--- config.mk ---
export PLATFORM = sky130hd
export DESIGN_NAME = tit_top
export DESIGN_NICKNAME = d
export VERILOG_FILES = /design/src/rtl/tit_pkg.sv /design/src/rtl/tit_sync.sv /design/src/rtl/tit_counter.sv /design/src/rtl/tit_top.sv
export SDC_FILE = /design/constraint.sdc
export NUM_CORES = 1
export LEC_CHECK = 0
export BUFFER_PORTS_ARGS = -buffer_cell sky130_fd_sc_hd__buf_2
export CORE_AREA = 2 2 169 171
export DETAILED_ROUTE_END_ITERATION = 12
export DIE_AREA = 0 0 171 173
export PLACE_DENSITY_LB_ADDON = 0.05
export SYNTH_ARGS = -nofsm -noshare
export SYNTH_HDL_FRONTEND = slang
export SYNTH_SLANG_ARGS = --single-unit
--- constraint.sdc ---
create_clock -name clk -period 3.5 [get_ports clk]
set_input_delay 0.35 -clock clk [delete_from_list [all_inputs] [get_ports clk]]
set_output_delay 0.35 -clock clk [all_outputs]
set_load 0.01 [all_outputs]
--- src/rtl/tit_pkg.sv ---
// Package with register map, field layout and function codes of the triple interval timer
package tit_pkg;

    // ------------------------------------------------------------
    // Register map (port addresses)
    // ------------------------------------------------------------
    localparam logic [1:0] TIT_ADDR_CNT0 = 2'h0;
    localparam logic [1:0] TIT_ADDR_CNT1 = 2'h1;
    localparam logic [1:0] TIT_ADDR_CNT2 = 2'h2;
    localparam logic [1:0] TIT_ADDR_CTRL = 2'h3;

    // ------------------------------------------------------------
    // Control word fields
    // ------------------------------------------------------------
    localparam int TIT_CW_SEL_HI  = 7;
    localparam int TIT_CW_SEL_LO  = 6;
    localparam int TIT_CW_ACC_HI  = 5;
    localparam int TIT_CW_ACC_LO  = 4;
    localparam int TIT_CW_FN_HI   = 3;
    localparam int TIT_CW_FN_LO   = 1;
    localparam int TIT_CW_BCD_BIT = 0;

    localparam logic [1:0] TIT_ACC_LATCH = 2'h0;
    localparam logic [1:0] TIT_ACC_LSB   = 2'h1;
    localparam logic [1:0] TIT_ACC_MSB   = 2'h2;
    localparam logic [1:0] TIT_ACC_WORD  = 2'h3;

    // ------------------------------------------------------------
    // Counting functions
    // ------------------------------------------------------------
    localparam logic [2:0] TIT_FN_TC_IRQ  = 3'h0;
    localparam logic [2:0] TIT_FN_ONESHOT = 3'h1;
    localparam logic [2:0] TIT_FN_RATE    = 3'h2;
    localparam logic [2:0] TIT_FN_SQUARE  = 3'h3;
    localparam logic [2:0] TIT_FN_SW_STB  = 3'h4;
    localparam logic [2:0] TIT_FN_HW_STB  = 3'h5;
    localparam logic [2:0] TIT_FN_EVENT   = 3'h6;

    // ------------------------------------------------------------
    // Reset values
    // ------------------------------------------------------------
    localparam logic [7:0]  TIT_CW_RESET    = 8'h30;
    localparam logic [15:0] TIT_COUNT_RESET = 16'h0000;
    localparam logic [1:0]  TIT_SYNC_RESET  = 2'h0;

endpackage

--- src/rtl/tit_sync.sv ---
// Two-stage synchroniser with rising-edge pulse for pin inputs
`timescale 1ns/1ps
module tit_sync
    import tit_pkg::*;
(
    input  wire logic clk,
    input  wire logic rst_n,
    input  wire logic pin,
    output logic      level,
    output logic      rise
);
    logic [1:0] sync_r;
    logic       last_r;

    always_ff @(posedge clk or negedge rst_n) begin
        if (!rst_n) begin
            sync_r <= TIT_SYNC_RESET;
        end else begin
            sync_r <= {sync_r[0], pin};
        end
    end

    always_ff @(posedge clk or negedge rst_n) begin
        if (!rst_n) begin
            last_r <= 1'b0;
        end else begin
            last_r <= sync_r[1];
        end
    end

    assign level = sync_r[1];
    assign rise  = sync_r[1] & ~last_r;
endmodule

--- src/rtl/tit_counter.sv ---
// One 16-bit down counter with seven functions and binary or BCD counting
`timescale 1ns/1ps
module tit_counter
    import tit_pkg::*;
#(
    parameter int WIDTH = 16
)
(
    input  wire logic             clk,
    input  wire logic             rst_n,
    input  wire logic             cfg_we,
    input  wire logic [2:0]       cfg_fn,
    input  wire logic             cfg_bcd,
    input  wire logic             load,
    input  wire logic [WIDTH-1:0] load_val,
    input  wire logic             sw_trig,
    input  wire logic             tick,
    input  wire logic             gate,
    input  wire logic             gate_rise,
    output logic [WIDTH-1:0]      count,
    output logic                  out
);
    logic [2:0]       fn_r;
    logic             bcd_r;
    logic [WIDTH-1:0] reload_r;
    logic [WIDTH-1:0] count_r;
    logic             armed_r;
    logic             out_r;
    logic             half_r;
    logic [WIDTH-1:0] dec;
    logic [WIDTH-1:0] half_pt;
    logic             run;

    // BCD or binary decrement, 0 wraps to the top value
    function automatic logic [WIDTH-1:0] tit_dec(input logic [WIDTH-1:0] v, input logic b);
        logic [WIDTH-1:0] r;
        logic             borrow;
        r = v;
        if (b) begin
            borrow = 1'b1;
            for (int i = 0; i < WIDTH / 4; i++) begin
                if (borrow) begin
                    if (v[i*4 +: 4] == 4'h0) begin
                        r[i*4 +: 4] = 4'h9;
                    end else begin
                        r[i*4 +: 4] = v[i*4 +: 4] - 4'h1;
                        borrow = 1'b0;
                    end
                end
            end
        end else begin
            r = v - {{(WIDTH-1){1'b0}}, 1'b1};
        end
        return r;
    endfunction

    assign dec     = tit_dec(count_r, bcd_r);
    assign half_pt = {1'b0, reload_r[WIDTH-1:1]};
    assign run     = tick & armed_r & ((fn_r == TIT_FN_TC_IRQ || fn_r == TIT_FN_RATE
                     || fn_r == TIT_FN_SQUARE || fn_r == TIT_FN_EVENT) ? gate : 1'b1);

    // ------------------------------------------------------------
    // Function and count configuration
    // ------------------------------------------------------------
    always_ff @(posedge clk or negedge rst_n) begin
        if (!rst_n) begin
            fn_r  <= TIT_FN_TC_IRQ;
            bcd_r <= 1'b0;
        end else if (cfg_we) begin
            fn_r  <= cfg_fn;
            bcd_r <= cfg_bcd;
        end
    end

    always_ff @(posedge clk or negedge rst_n) begin
        if (!rst_n) begin
            reload_r <= TIT_COUNT_RESET;
        end else if (load) begin
            reload_r <= load_val;
        end
    end

    // ------------------------------------------------------------
    // Counting
    // ------------------------------------------------------------
    always_ff @(posedge clk or negedge rst_n) begin
        if (!rst_n) begin
            count_r <= TIT_COUNT_RESET;
            armed_r <= 1'b0;
            half_r  <= 1'b0;
        end else if (cfg_we) begin
            armed_r <= 1'b0;
            half_r  <= 1'b0;
        end else if (load) begin
            count_r <= load_val;
            half_r  <= 1'b0;
            // A count load is the software trigger of the one-shot
            armed_r <= !(cfg_fn_is_trig(fn_r)) || (fn_r == TIT_FN_ONESHOT && sw_trig);
        end else if ((fn_r == TIT_FN_ONESHOT && (gate_rise || sw_trig))
                     || (fn_r == TIT_FN_HW_STB && gate_rise)) begin
            count_r <= reload_r;
            armed_r <= 1'b1;
        end else if (run) begin
            if (count_r == {{(WIDTH-1){1'b0}}, 1'b1}) begin
                unique case (fn_r)
                    TIT_FN_RATE: begin
                        count_r <= reload_r;
                    end
                    TIT_FN_SQUARE: begin
                        count_r <= reload_r;
                        half_r  <= 1'b0;
                    end
                    default: begin
                        count_r <= dec;
                        armed_r <= 1'b0;
                    end
                endcase
            end else begin
                count_r <= dec;
                // Low half starts when the count steps onto its midpoint
                if (fn_r == TIT_FN_SQUARE && dec == half_pt) begin
                    half_r <= 1'b1;
                end
            end
        end
    end

    function automatic logic cfg_fn_is_trig(input logic [2:0] f);
        return (f == TIT_FN_ONESHOT) || (f == TIT_FN_HW_STB);
    endfunction

    // ------------------------------------------------------------
    // Output
    // ------------------------------------------------------------
    always_ff @(posedge clk or negedge rst_n) begin
        if (!rst_n) begin
            out_r <= 1'b1;
        end else if (cfg_we) begin
            out_r <= (cfg_fn == TIT_FN_TC_IRQ || cfg_fn == TIT_FN_EVENT) ? 1'b0 : 1'b1;
        end else begin
            unique case (fn_r)
                TIT_FN_TC_IRQ, TIT_FN_EVENT: begin
                    if (load) begin
                        out_r <= 1'b0;
                    end else if (run && count_r == {{(WIDTH-1){1'b0}}, 1'b1}) begin
                        out_r <= 1'b1;
                    end
                end
                TIT_FN_ONESHOT: begin
                    if (gate_rise || sw_trig) begin
                        out_r <= 1'b0;
                    end else if (run && count_r == {{(WIDTH-1){1'b0}}, 1'b1}) begin
                        out_r <= 1'b1;
                    end
                end
                TIT_FN_RATE: begin
                    if (run) begin
                        out_r <= (count_r != {{(WIDTH-2){1'b0}}, 2'h2});
                    end
                end
                TIT_FN_SQUARE: begin
                    out_r <= ~half_r;
                end
                TIT_FN_SW_STB, TIT_FN_HW_STB: begin
                    if (tick) begin
                        out_r <= !(run && count_r == {{(WIDTH-1){1'b0}}, 1'b1});
                    end
                end
                default: begin
                    out_r <= 1'b1;
                end
            endcase
        end
    end

    assign count = count_r;
    assign out   = out_r;
endmodule

--- src/rtl/tit_top.sv ---
// Top level of the triple interval timer: register port, latches and three counters
//
// The register offsets and the strobed register port are this design's own decisions.
`timescale 1ns/1ps
module tit_top
    import tit_pkg::*;
(
    input  wire logic       clk,
    input  wire logic       rst_n,
    input  wire logic [1:0] addr,
    input  wire logic [7:0] wdata,
    input  wire logic       wr,
    input  wire logic       rd,
    output logic [7:0]      rdata,
    input  wire logic [2:0] cnt_clk,
    input  wire logic [2:0] cnt_gate,
    input  wire logic [2:0] evt_in,
    output logic [2:0]      cnt_out,
    output logic            baud_clk
);
    logic [7:0]  cw_r     [3];
    logic [7:0]  lsb_r    [3];
    logic [2:0]  wflip_r;
    logic [2:0]  rflip_r;
    logic [2:0]  latched_r;
    logic [15:0] latch_r  [3];
    logic [15:0] count    [3];
    logic [2:0]  clk_rise;
    logic [2:0]  evt_rise;
    logic [2:0]  gate_lvl;
    logic [2:0]  gate_rise;
    logic [7:0]  rdata_r;
    logic [1:0]  ctl_sel;

    assign ctl_sel = wdata[TIT_CW_SEL_HI:TIT_CW_SEL_LO];

    function automatic logic [7:0] tit_pick(input logic [15:0] v, input logic [1:0] acc,
                                            input logic flip);
        logic hi;
        hi = (acc == TIT_ACC_MSB) || (acc == TIT_ACC_WORD && flip);
        return hi ? v[15:8] : v[7:0];
    endfunction

    // ------------------------------------------------------------
    // Per-counter logic
    // ------------------------------------------------------------
    genvar g;
    generate
        for (g = 0; g < 3; g++) begin : gen_ch
            logic        cfg_we;
            logic        wr_cnt;
            logic        load;
            logic [15:0] load_val;
            logic [1:0]  acc;
            logic        tick;

            assign acc    = cw_r[g][TIT_CW_ACC_HI:TIT_CW_ACC_LO];
            assign cfg_we = wr && addr == TIT_ADDR_CTRL && ctl_sel == 2'(g)
                            && wdata[TIT_CW_ACC_HI:TIT_CW_ACC_LO] != TIT_ACC_LATCH;
            assign wr_cnt = wr && addr == 2'(g);
            assign load   = wr_cnt && (acc != TIT_ACC_WORD || wflip_r[g]);
            assign load_val = (acc == TIT_ACC_LSB) ? {8'h00, wdata} :
                              (acc == TIT_ACC_MSB) ? {wdata, 8'h00} : {wdata, lsb_r[g]};
            // Event function takes its count clock from the event input
            assign tick = (cw_r[g][TIT_CW_FN_HI:TIT_CW_FN_LO] == TIT_FN_EVENT)
                          ? evt_rise[g] : clk_rise[g];

            tit_sync u_clk (
                .clk   (clk),
                .rst_n (rst_n),
                .pin   (cnt_clk[g]),
                .level (),
                .rise  (clk_rise[g])
            );

            tit_sync u_evt (
                .clk   (clk),
                .rst_n (rst_n),
                .pin   (evt_in[g]),
                .level (),
                .rise  (evt_rise[g])
            );

            tit_sync u_gate (
                .clk   (clk),
                .rst_n (rst_n),
                .pin   (cnt_gate[g]),
                .level (gate_lvl[g]),
                .rise  (gate_rise[g])
            );

            always_ff @(posedge clk or negedge rst_n) begin
                if (!rst_n) begin
                    cw_r[g] <= TIT_CW_RESET;
                end else if (cfg_we) begin
                    cw_r[g] <= wdata;
                end
            end

            always_ff @(posedge clk or negedge rst_n) begin
                if (!rst_n) begin
                    lsb_r[g]   <= 8'h00;
                    wflip_r[g] <= 1'b0;
                end else if (cfg_we) begin
                    wflip_r[g] <= 1'b0;
                end else if (wr_cnt && acc == TIT_ACC_WORD) begin
                    if (!wflip_r[g]) begin
                        lsb_r[g] <= wdata;
                    end
                    wflip_r[g] <= ~wflip_r[g];
                end
            end

            // Latch command freezes a snapshot until it has been read out or a new control word reprograms the counter
            always_ff @(posedge clk or negedge rst_n) begin
                if (!rst_n) begin
                    latch_r[g]   <= TIT_COUNT_RESET;
                    latched_r[g] <= 1'b0;
                end else if (wr && addr == TIT_ADDR_CTRL && ctl_sel == 2'(g)
                             && wdata[TIT_CW_ACC_HI:TIT_CW_ACC_LO] == TIT_ACC_LATCH
                             && !latched_r[g]) begin
                    latch_r[g]   <= count[g];
                    latched_r[g] <= 1'b1;
                end else if (cfg_we) begin
                    latched_r[g] <= 1'b0;
                end else if (rd && addr == 2'(g)
                             && (acc != TIT_ACC_WORD || rflip_r[g])) begin
                    latched_r[g] <= 1'b0;
                end
            end

            always_ff @(posedge clk or negedge rst_n) begin
                if (!rst_n) begin
                    rflip_r[g] <= 1'b0;
                end else if (cfg_we) begin
                    rflip_r[g] <= 1'b0;
                end else if (rd && addr == 2'(g) && acc == TIT_ACC_WORD) begin
                    rflip_r[g] <= ~rflip_r[g];
                end
            end

            tit_counter #(
                .WIDTH (16)
            ) u_cnt (
                .clk       (clk),
                .rst_n     (rst_n),
                .cfg_we    (cfg_we),
                .cfg_fn    (wdata[TIT_CW_FN_HI:TIT_CW_FN_LO]),
                .cfg_bcd   (wdata[TIT_CW_BCD_BIT]),
                .load      (load),
                .load_val  (load_val),
                .sw_trig   (load),
                .tick      (tick),
                .gate      (gate_lvl[g]),
                .gate_rise (gate_rise[g]),
                .count     (count[g]),
                .out       (cnt_out[g])
            );
        end
    endgenerate

    // ------------------------------------------------------------
    // Read port
    // ------------------------------------------------------------
    always_ff @(posedge clk or negedge rst_n) begin
        if (!rst_n) begin
            rdata_r <= 8'h00;
        end else if (rd) begin
            unique case (addr)
                TIT_ADDR_CNT0, TIT_ADDR_CNT1, TIT_ADDR_CNT2: begin
                    rdata_r <= tit_pick(latched_r[addr] ? latch_r[addr] : count[addr],
                                        cw_r[addr][TIT_CW_ACC_HI:TIT_CW_ACC_LO],
                                        rflip_r[addr]);
                end
                default: begin
                    rdata_r <= 8'h00;
                end
            endcase
        end
    end

    assign rdata    = rdata_r;
    assign baud_clk = cnt_out[2];
endmodule

== After elaboration in Yosys (flattened, before gate mapping) ==
Cells that the tools add are included.
Cells by class
  reduce and logical (&&, ||, !) cells: 154
  multiplexer cells: 173
  magnitude comparators: 2
  add/subtract/negate cells: 15
  equality and inequality tests: 65
  bitwise operators: 37
Operators by type and width (count)
  two-way mux 16 bit: 26
  two-way mux 1 bit: 111
  two-way mux 4 bit: 21
  binary-select mux 16 bit (select 2 bit): 2
  equality test 16 x 1 -> 1 bit (second input constant): 3
  equality test 16 x 15 -> 1 bit: 3
  zero test 4 bit: 12
  inequality test 16 x 2 -> 1 bit (second input constant): 3
  subtractor 16 x 1 -> 16 bit (second input constant): 3
  subtractor 4 x 1 -> 4 bit (second input constant): 12
  logical AND 1 bit: 47
  two-way mux 8 bit: 5
  equality test 3 bit (second input constant): 13
  nonzero test 4 bit: 9
  logical OR 1 bit: 29
  inequality test 3 x 2 -> 1 bit (second input constant): 9
  nonzero test 3 bit: 9
  equality test 2 bit (second input constant): 11
  NOT 1 bit: 21
  equality test 3 x 2 -> 1 bit (second input constant): 6
  AND reduction 3 bit: 6
  OR reduction 2 bit: 9
  binary-select mux 8 bit (select 2 bit): 1
  bitwise AND 1 bit: 15
  other kinds (18): 60
Storage, ports and cells
  word-level logic and storage cells: 504
  output and inout bits: 12
  flip-flop bits (word level): 257

== Logic depth before layout (Yosys ltp) ==
  depth after elaboration: 17
  mapped depth: 12
  depth with buffers taken out: 9

== By module ==
Synthesis repeated with hierarchy kept, for this count alone.
Unflattened totals
  cells, all modules: 1596
  area, all modules: 15610.0 um2
By module, submodules not included
  tit_top: area each 5918.2 um2, seq. area each 2610.0 um2, cells an instance 511, instances 1
  tit_counter at gen_ch[0].u_cnt ...: area each 2935.3 um2, seq. area each 977.2 um2, cells an instance 346, instances 2
  tit_counter at gen_ch[2].u_cnt: area each 3021.6 um2, seq. area each 977.2 um2, cells an instance 357, instances 1
  tit_sync: area each 88.8 um2, seq. area each 75.1 um2, cells an instance 4, instances 9

== Worst setup path after synthesis ==
No wires, ideal clock.
  kind: reg-to-reg
  start point: register gen_ch[1].u_cnt.count_r[0]
  end point: register gen_ch[1].u_cnt.half_r
  cell stages (with the launch flop): 13
  arrival: 2.614 ns
  buffers on the path: 3
  setup slack: 0.820 ns
  library setup time: 0.066 ns
  path through: dfrtp_1 clkbuf_1 inv_1 ha_1 clkbuf_1 and2_1 clkbuf_1 o21ai_0 xnor2_1 mux2i_1 a2111o_1 nor4_1 a31o_1
Between the ends
  longest elaborated chain between the ends: 13
RTL lines
  from (decl): RTL line tit_counter.sv:26  | logic [WIDTH-1:0] count_r;
  from (signal assigned): RTL line tit_counter.sv:95  | count_r <= load_val;
  from (signal assigned): RTL line tit_counter.sv:101  | count_r <= reload_r;
  from (signal assigned): RTL line tit_counter.sv:107  | count_r <= reload_r;
  zero test 4 bit: RTL line tit_counter.sv:43  | if (v[i*4 +: 4] == 4'h0) begin
  two-way mux 1 bit: RTL line tit_counter.sv:43
  two-way mux 1 bit: RTL line tit_counter.sv:39  | if (b) begin
  two-way mux 1 bit: RTL line tit_counter.sv:42  | if (borrow) begin
  two-way mux 1 bit: RTL line tit_counter.sv:39
  two-way mux 1 bit: RTL line tit_counter.sv:42
  two-way mux 1 bit: RTL line tit_counter.sv:39
  two-way mux 4 bit: RTL line tit_counter.sv:42
  two-way mux 16 bit: RTL line tit_counter.sv:39
  equality test 16 x 15 -> 1 bit: RTL line tit_counter.sv:121  | if (fn_r == TIT_FN_SQUARE && dec == half_pt) begin
  logical AND 1 bit: RTL line tit_counter.sv:121
  nonzero test 4 bit (no line)
  AND reduction 4 bit (no line)
  to (signal assigned): RTL line tit_counter.sv:96  | half_r <= 1'b0;
  to (signal assigned): RTL line tit_counter.sv:111  | half_r <= 1'b0;
  to (signal assigned): RTL line tit_counter.sv:122  | half_r <= 1'b1;
  to (decl): RTL line tit_counter.sv:29  | logic half_r;
Parallel ways exist; a longest one is shown, timed or not. The select of a mux whose other input is x is not followed.
A chain may end at the register's enable or synchronous reset.

== Worst setup path after layout ==
Same ends and word-level chain as after synthesis.

==> results.txt <==
TritonCTS built the clock tree. The sequential share of power is 0.377, and the number of setup violations in the final report is 0. The region available for standard cell placement spans 27600 sq um. In this run the worst path has a maximum fanout of 11.

The synthesis-to-finish area growth is 11.0%. The synthesized design spends more area on one cell type than any other, namely dfrtp_1. After clock tree synthesis, the clock-pin slew on the worst setup and hold paths is 0.06 ns.

Routability-driven placement finished with a final weighted congestion of 0.991. The run gives 0.202 ns as the worst hold slack after final layout. The routed layout has 12800 vias. The count of nets after finishing was 1641; the number of antenna-violating nets in the routed design was 0. For this block, the routed nets add up to 44.9 mm of wire. Data on the critical path is required at its endpoint by 3.99 ns.

The tools report the number of global-route vias before repair as 12200. The sequential cells in the finished layout cover a total of 5990 sq um. Top flip-flop cell by instance count after synthesis: dfrtp_1. TritonCTS sink count: 239. The logs give 0.218 for the share of power burned in the clock network and 0 for the count of max-cap constraint violations. The total grt overflow is 0, and the post-layout total power is 13.0 mW. The routed via count divided by cell count came out at 6.39.

Subtracting the final worst setup slack from the clock period gives 3.22 ns. The clock tree root buffer cell was clkbuf_16. The flow ran to the end, and the final reports show no timing, DRC or antenna violations. For this run, the top clock speed supported by timing is 310 MHz.

The die width is 171 microns. For the count of pins over their slew limit, the log shows 0. The run gives 0 as the number of failing hold endpoints at the final stage. The count of yosys warnings during synthesis was 0; the power density over the cells was 793 nW/um^2.

For the combinational group share of total power, the log shows 0.405. The post-cts gate resize count was 0; the maximum level of the CTS H-tree was 1. Entering global routing, the biggest net connects 95 pins.

The logs give 28 for the number of buffers created by CTS and 7 for the first-pass detailed-route iteration total. For the post-CTS setup-driven buffer insertion count, the log shows 0. The worst setup path is of the flip-flop to flip-flop kind.

The routed length per instance works out to 22.4 microns. For the filler cell count, the log shows 2505. The first global-routing pass estimated 71.3 mm of wire. Total global routing track utilization: 0.306. Clock skew on the completed layout was measured at 0.0127 ns. STA classifies the critical path startpoint as a flip-flop. Synthesis produced 1594 cells. The post-layout utilization of the core is 0.594. Sorting the synthesized cells by how often they occur yields dfrtp_1 (230), nand2_1 (167), nor2_1 (134).

The floorplan die area was 29600 sq um; the top-level I/O count was 35. Measured along the y axis, the die boundary spans 173 microns. Setup repair after global routing left no endpoint under its margin.

Classification of the worst-slack hold path: input port to flip-flop. The logs give 0.420 for the tightest slew margin relative to the limit and 1 for the number of antenna violations at the first check in global routing. Sorting the synthesized cells by area gives the leading types as dfrtp_1 (39%), mux2_2 (7.5%), nand2_1 (4.2%). The floorplan has 61 rows. The share of layout cells above drive strength 1 is 0.187.

The tools report the first-iteration detailed-routing DRC count as 1574. The buffer levels on the longest clock path is 3, and the setup total negative slack is 0 ns. After detailed routing, the number of remaining DRC violations is 0. The library cell with the highest instance count after synthesis is dfrtp_1. For the pin with the worst max-slew slack, the measured transition is 0.866 ns. The switching power as a share of total power is 0.408. The part of the cycle the worst path needs was 0.921; the post-synthesis instance area was 14800 sq um.

The initial standard-cell utilization of the core is 0.535. Yosys mapped the design onto 100 distinct sky130hd cell types. In this run, synthesis inferred 0 flip-flops with an integrated enable. The run gives 0.55 ns as the clock latency on the worst-skew pair. The proportion of register bits with asynchronous set or reset after synthesis was 1.00; the post-synthesis register bit count was 239. A synthesized cell averages 9.27 sq um.

The count of buffers inserted at the top-level ports is 34, and the net count after synthesis is 1632. Summed over all nets, the half-perimeter wirelength after detailed placement is 31.9 mm. Area share of the leading cell type in the synthesized netlist: 0.390. Cell internal power was estimated by the tool at 7.70 mW. The worst voltage drop across the vdd grid came out at 0.531 mV. The analysis attributes to cell leakage a power of 7.02 nW. The net switching power of the design came out at 5.31 mW. The worst setup path is captured at a flip-flop. The sequential fraction of the synthesis area is 0.406. Data arrives at the worst endpoint at 3.71 ns. The total area of multi-input combinational cells was 8050 sq um.
==> worst paths after layout <==
check	endpoint	slack, ns	cells after the start	start
setup / recovery	gen_ch[1].u_cnt.half_r	0.28	9	gen_ch[1].u_cnt.count[0]
hold / removal	gen_ch[1].u_cnt.reload_r[15]	0.20	3	wdata[7]
setup reg to reg	gen_ch[1].u_cnt.half_r	0.28	9	gen_ch[1].u_cnt.count[0]
hold reg to reg	gen_ch[1].u_clk.sync_r[1]	0.34	0	gen_ch[1].u_clk.sync_r[0]
max in group asynchronous	gen_ch[2].u_cnt.out	2.10	3	rst_n
min in group asynchronous	gen_ch[2].u_cnt.reload_r[11]	0.37	2	rst_n
==> state kept, by name, summed over array words and instances (netlist names), 6 cells and up <==
signal                 cells
gen_ch.u_cnt.count        48
gen_ch.u_cnt.reload_r     48
latch_r                   48
lsb_r                     24
cw_r                      16
rdata                      8
gen_ch.u_clk.sync_r        6
gen_ch.u_evt.sync_r        6
gen_ch.u_gate.sync_r       6
==> per-stage QoR <==
stage	cell area, sq um	setup WS [ns]	instances
after floorplan	14800	0.820	1594
after detailed placement	15400	0.332	1941
after CTS	16400	0.326	2002
after global placement	15400	0.333	1941
after global routing	16400	0.0183	2002
final	16400	0.276	2003
==> cell families after synthesis <==
family,Yosys count,synth area share
AND/OR/NAND/NOR,518,0.178
buffers and inverters,179,0.0510
multiplexers,140,0.106
AO/OA/AOI/OAI,449,0.214
flip-flops,239,0.406
XOR/XNOR,54,0.0329
adder cells (fa/ha/maj),15,0.0127
==> routing by layer <==
metal  part of all wire  vias up  track usage
met5                  0        -            0
met4              0.033        0       0.0975
met3              0.078       89       0.0520
met2               0.42      492        0.437
met1               0.46     6328        0.470
li1                   -     5896            -
==> cell type report <==
| type | count | share of cell area |
|---|---|---|
| Inverter | 45 | 0.0103 |
| Timing Repair Buffer | 113 | 0.0494 |
| Multi-Input combinational cell | 1176 | 0.491 |
| Sequential cell | 239 | 0.365 |
| Antenna cell | 1 | 0.000153 |
| Tap cell | 378 | 0.0288 |
| Clock buffer | 43 | 0.0498 |
| Clock inverter | 8 | 0.00519 |
==> power by group through the flow <==
stage / Sequential [mW] / Combinational [mW] / Clock [mW]
after floorplan: 4.21 / 4.29 / 0
after global placement: 4.89 / 5.13 / 0
after detailed placement: 4.91 / 5.17 / 0
after CTS: 4.87 / 5.21 / 2.90
after global routing: 5.05 / 5.80 / 3.03
final: 4.91 / 5.27 / 2.83
==> what timing repair did <==
item	in CTS	in global routing
endpoints found under the hold margin	96	0
hold buffers	10	0
setup endpoints to repair	0	0
==> layout by cell type (no fill, tap or decap), types with 32 or more instances in the layout <==
cell     instances
a21oi_1         78
a31oi_1         32
buf_2           33
buf_4           68
dfrtp_1        230
inv_1           43
mux2_2          98
mux2i_1         34
nand2_1        167
nor2_1         134
nor3_1          33
o21ai_0         66
xnor2_1         36
==> critical path: stages (launching register included) <==
cell and delay [ns]:
dfrtp_1 0.60, inv_1 0.20, ha_1 0.39, and2_1 0.28
o21ai_0 0.67, nor3_1 0.10, nor4_1 0.25, nand4_1 0.14
nor4_1 0.36, a31o_1 0.19
Note: power is estimated with default switching activity, not from simulation.
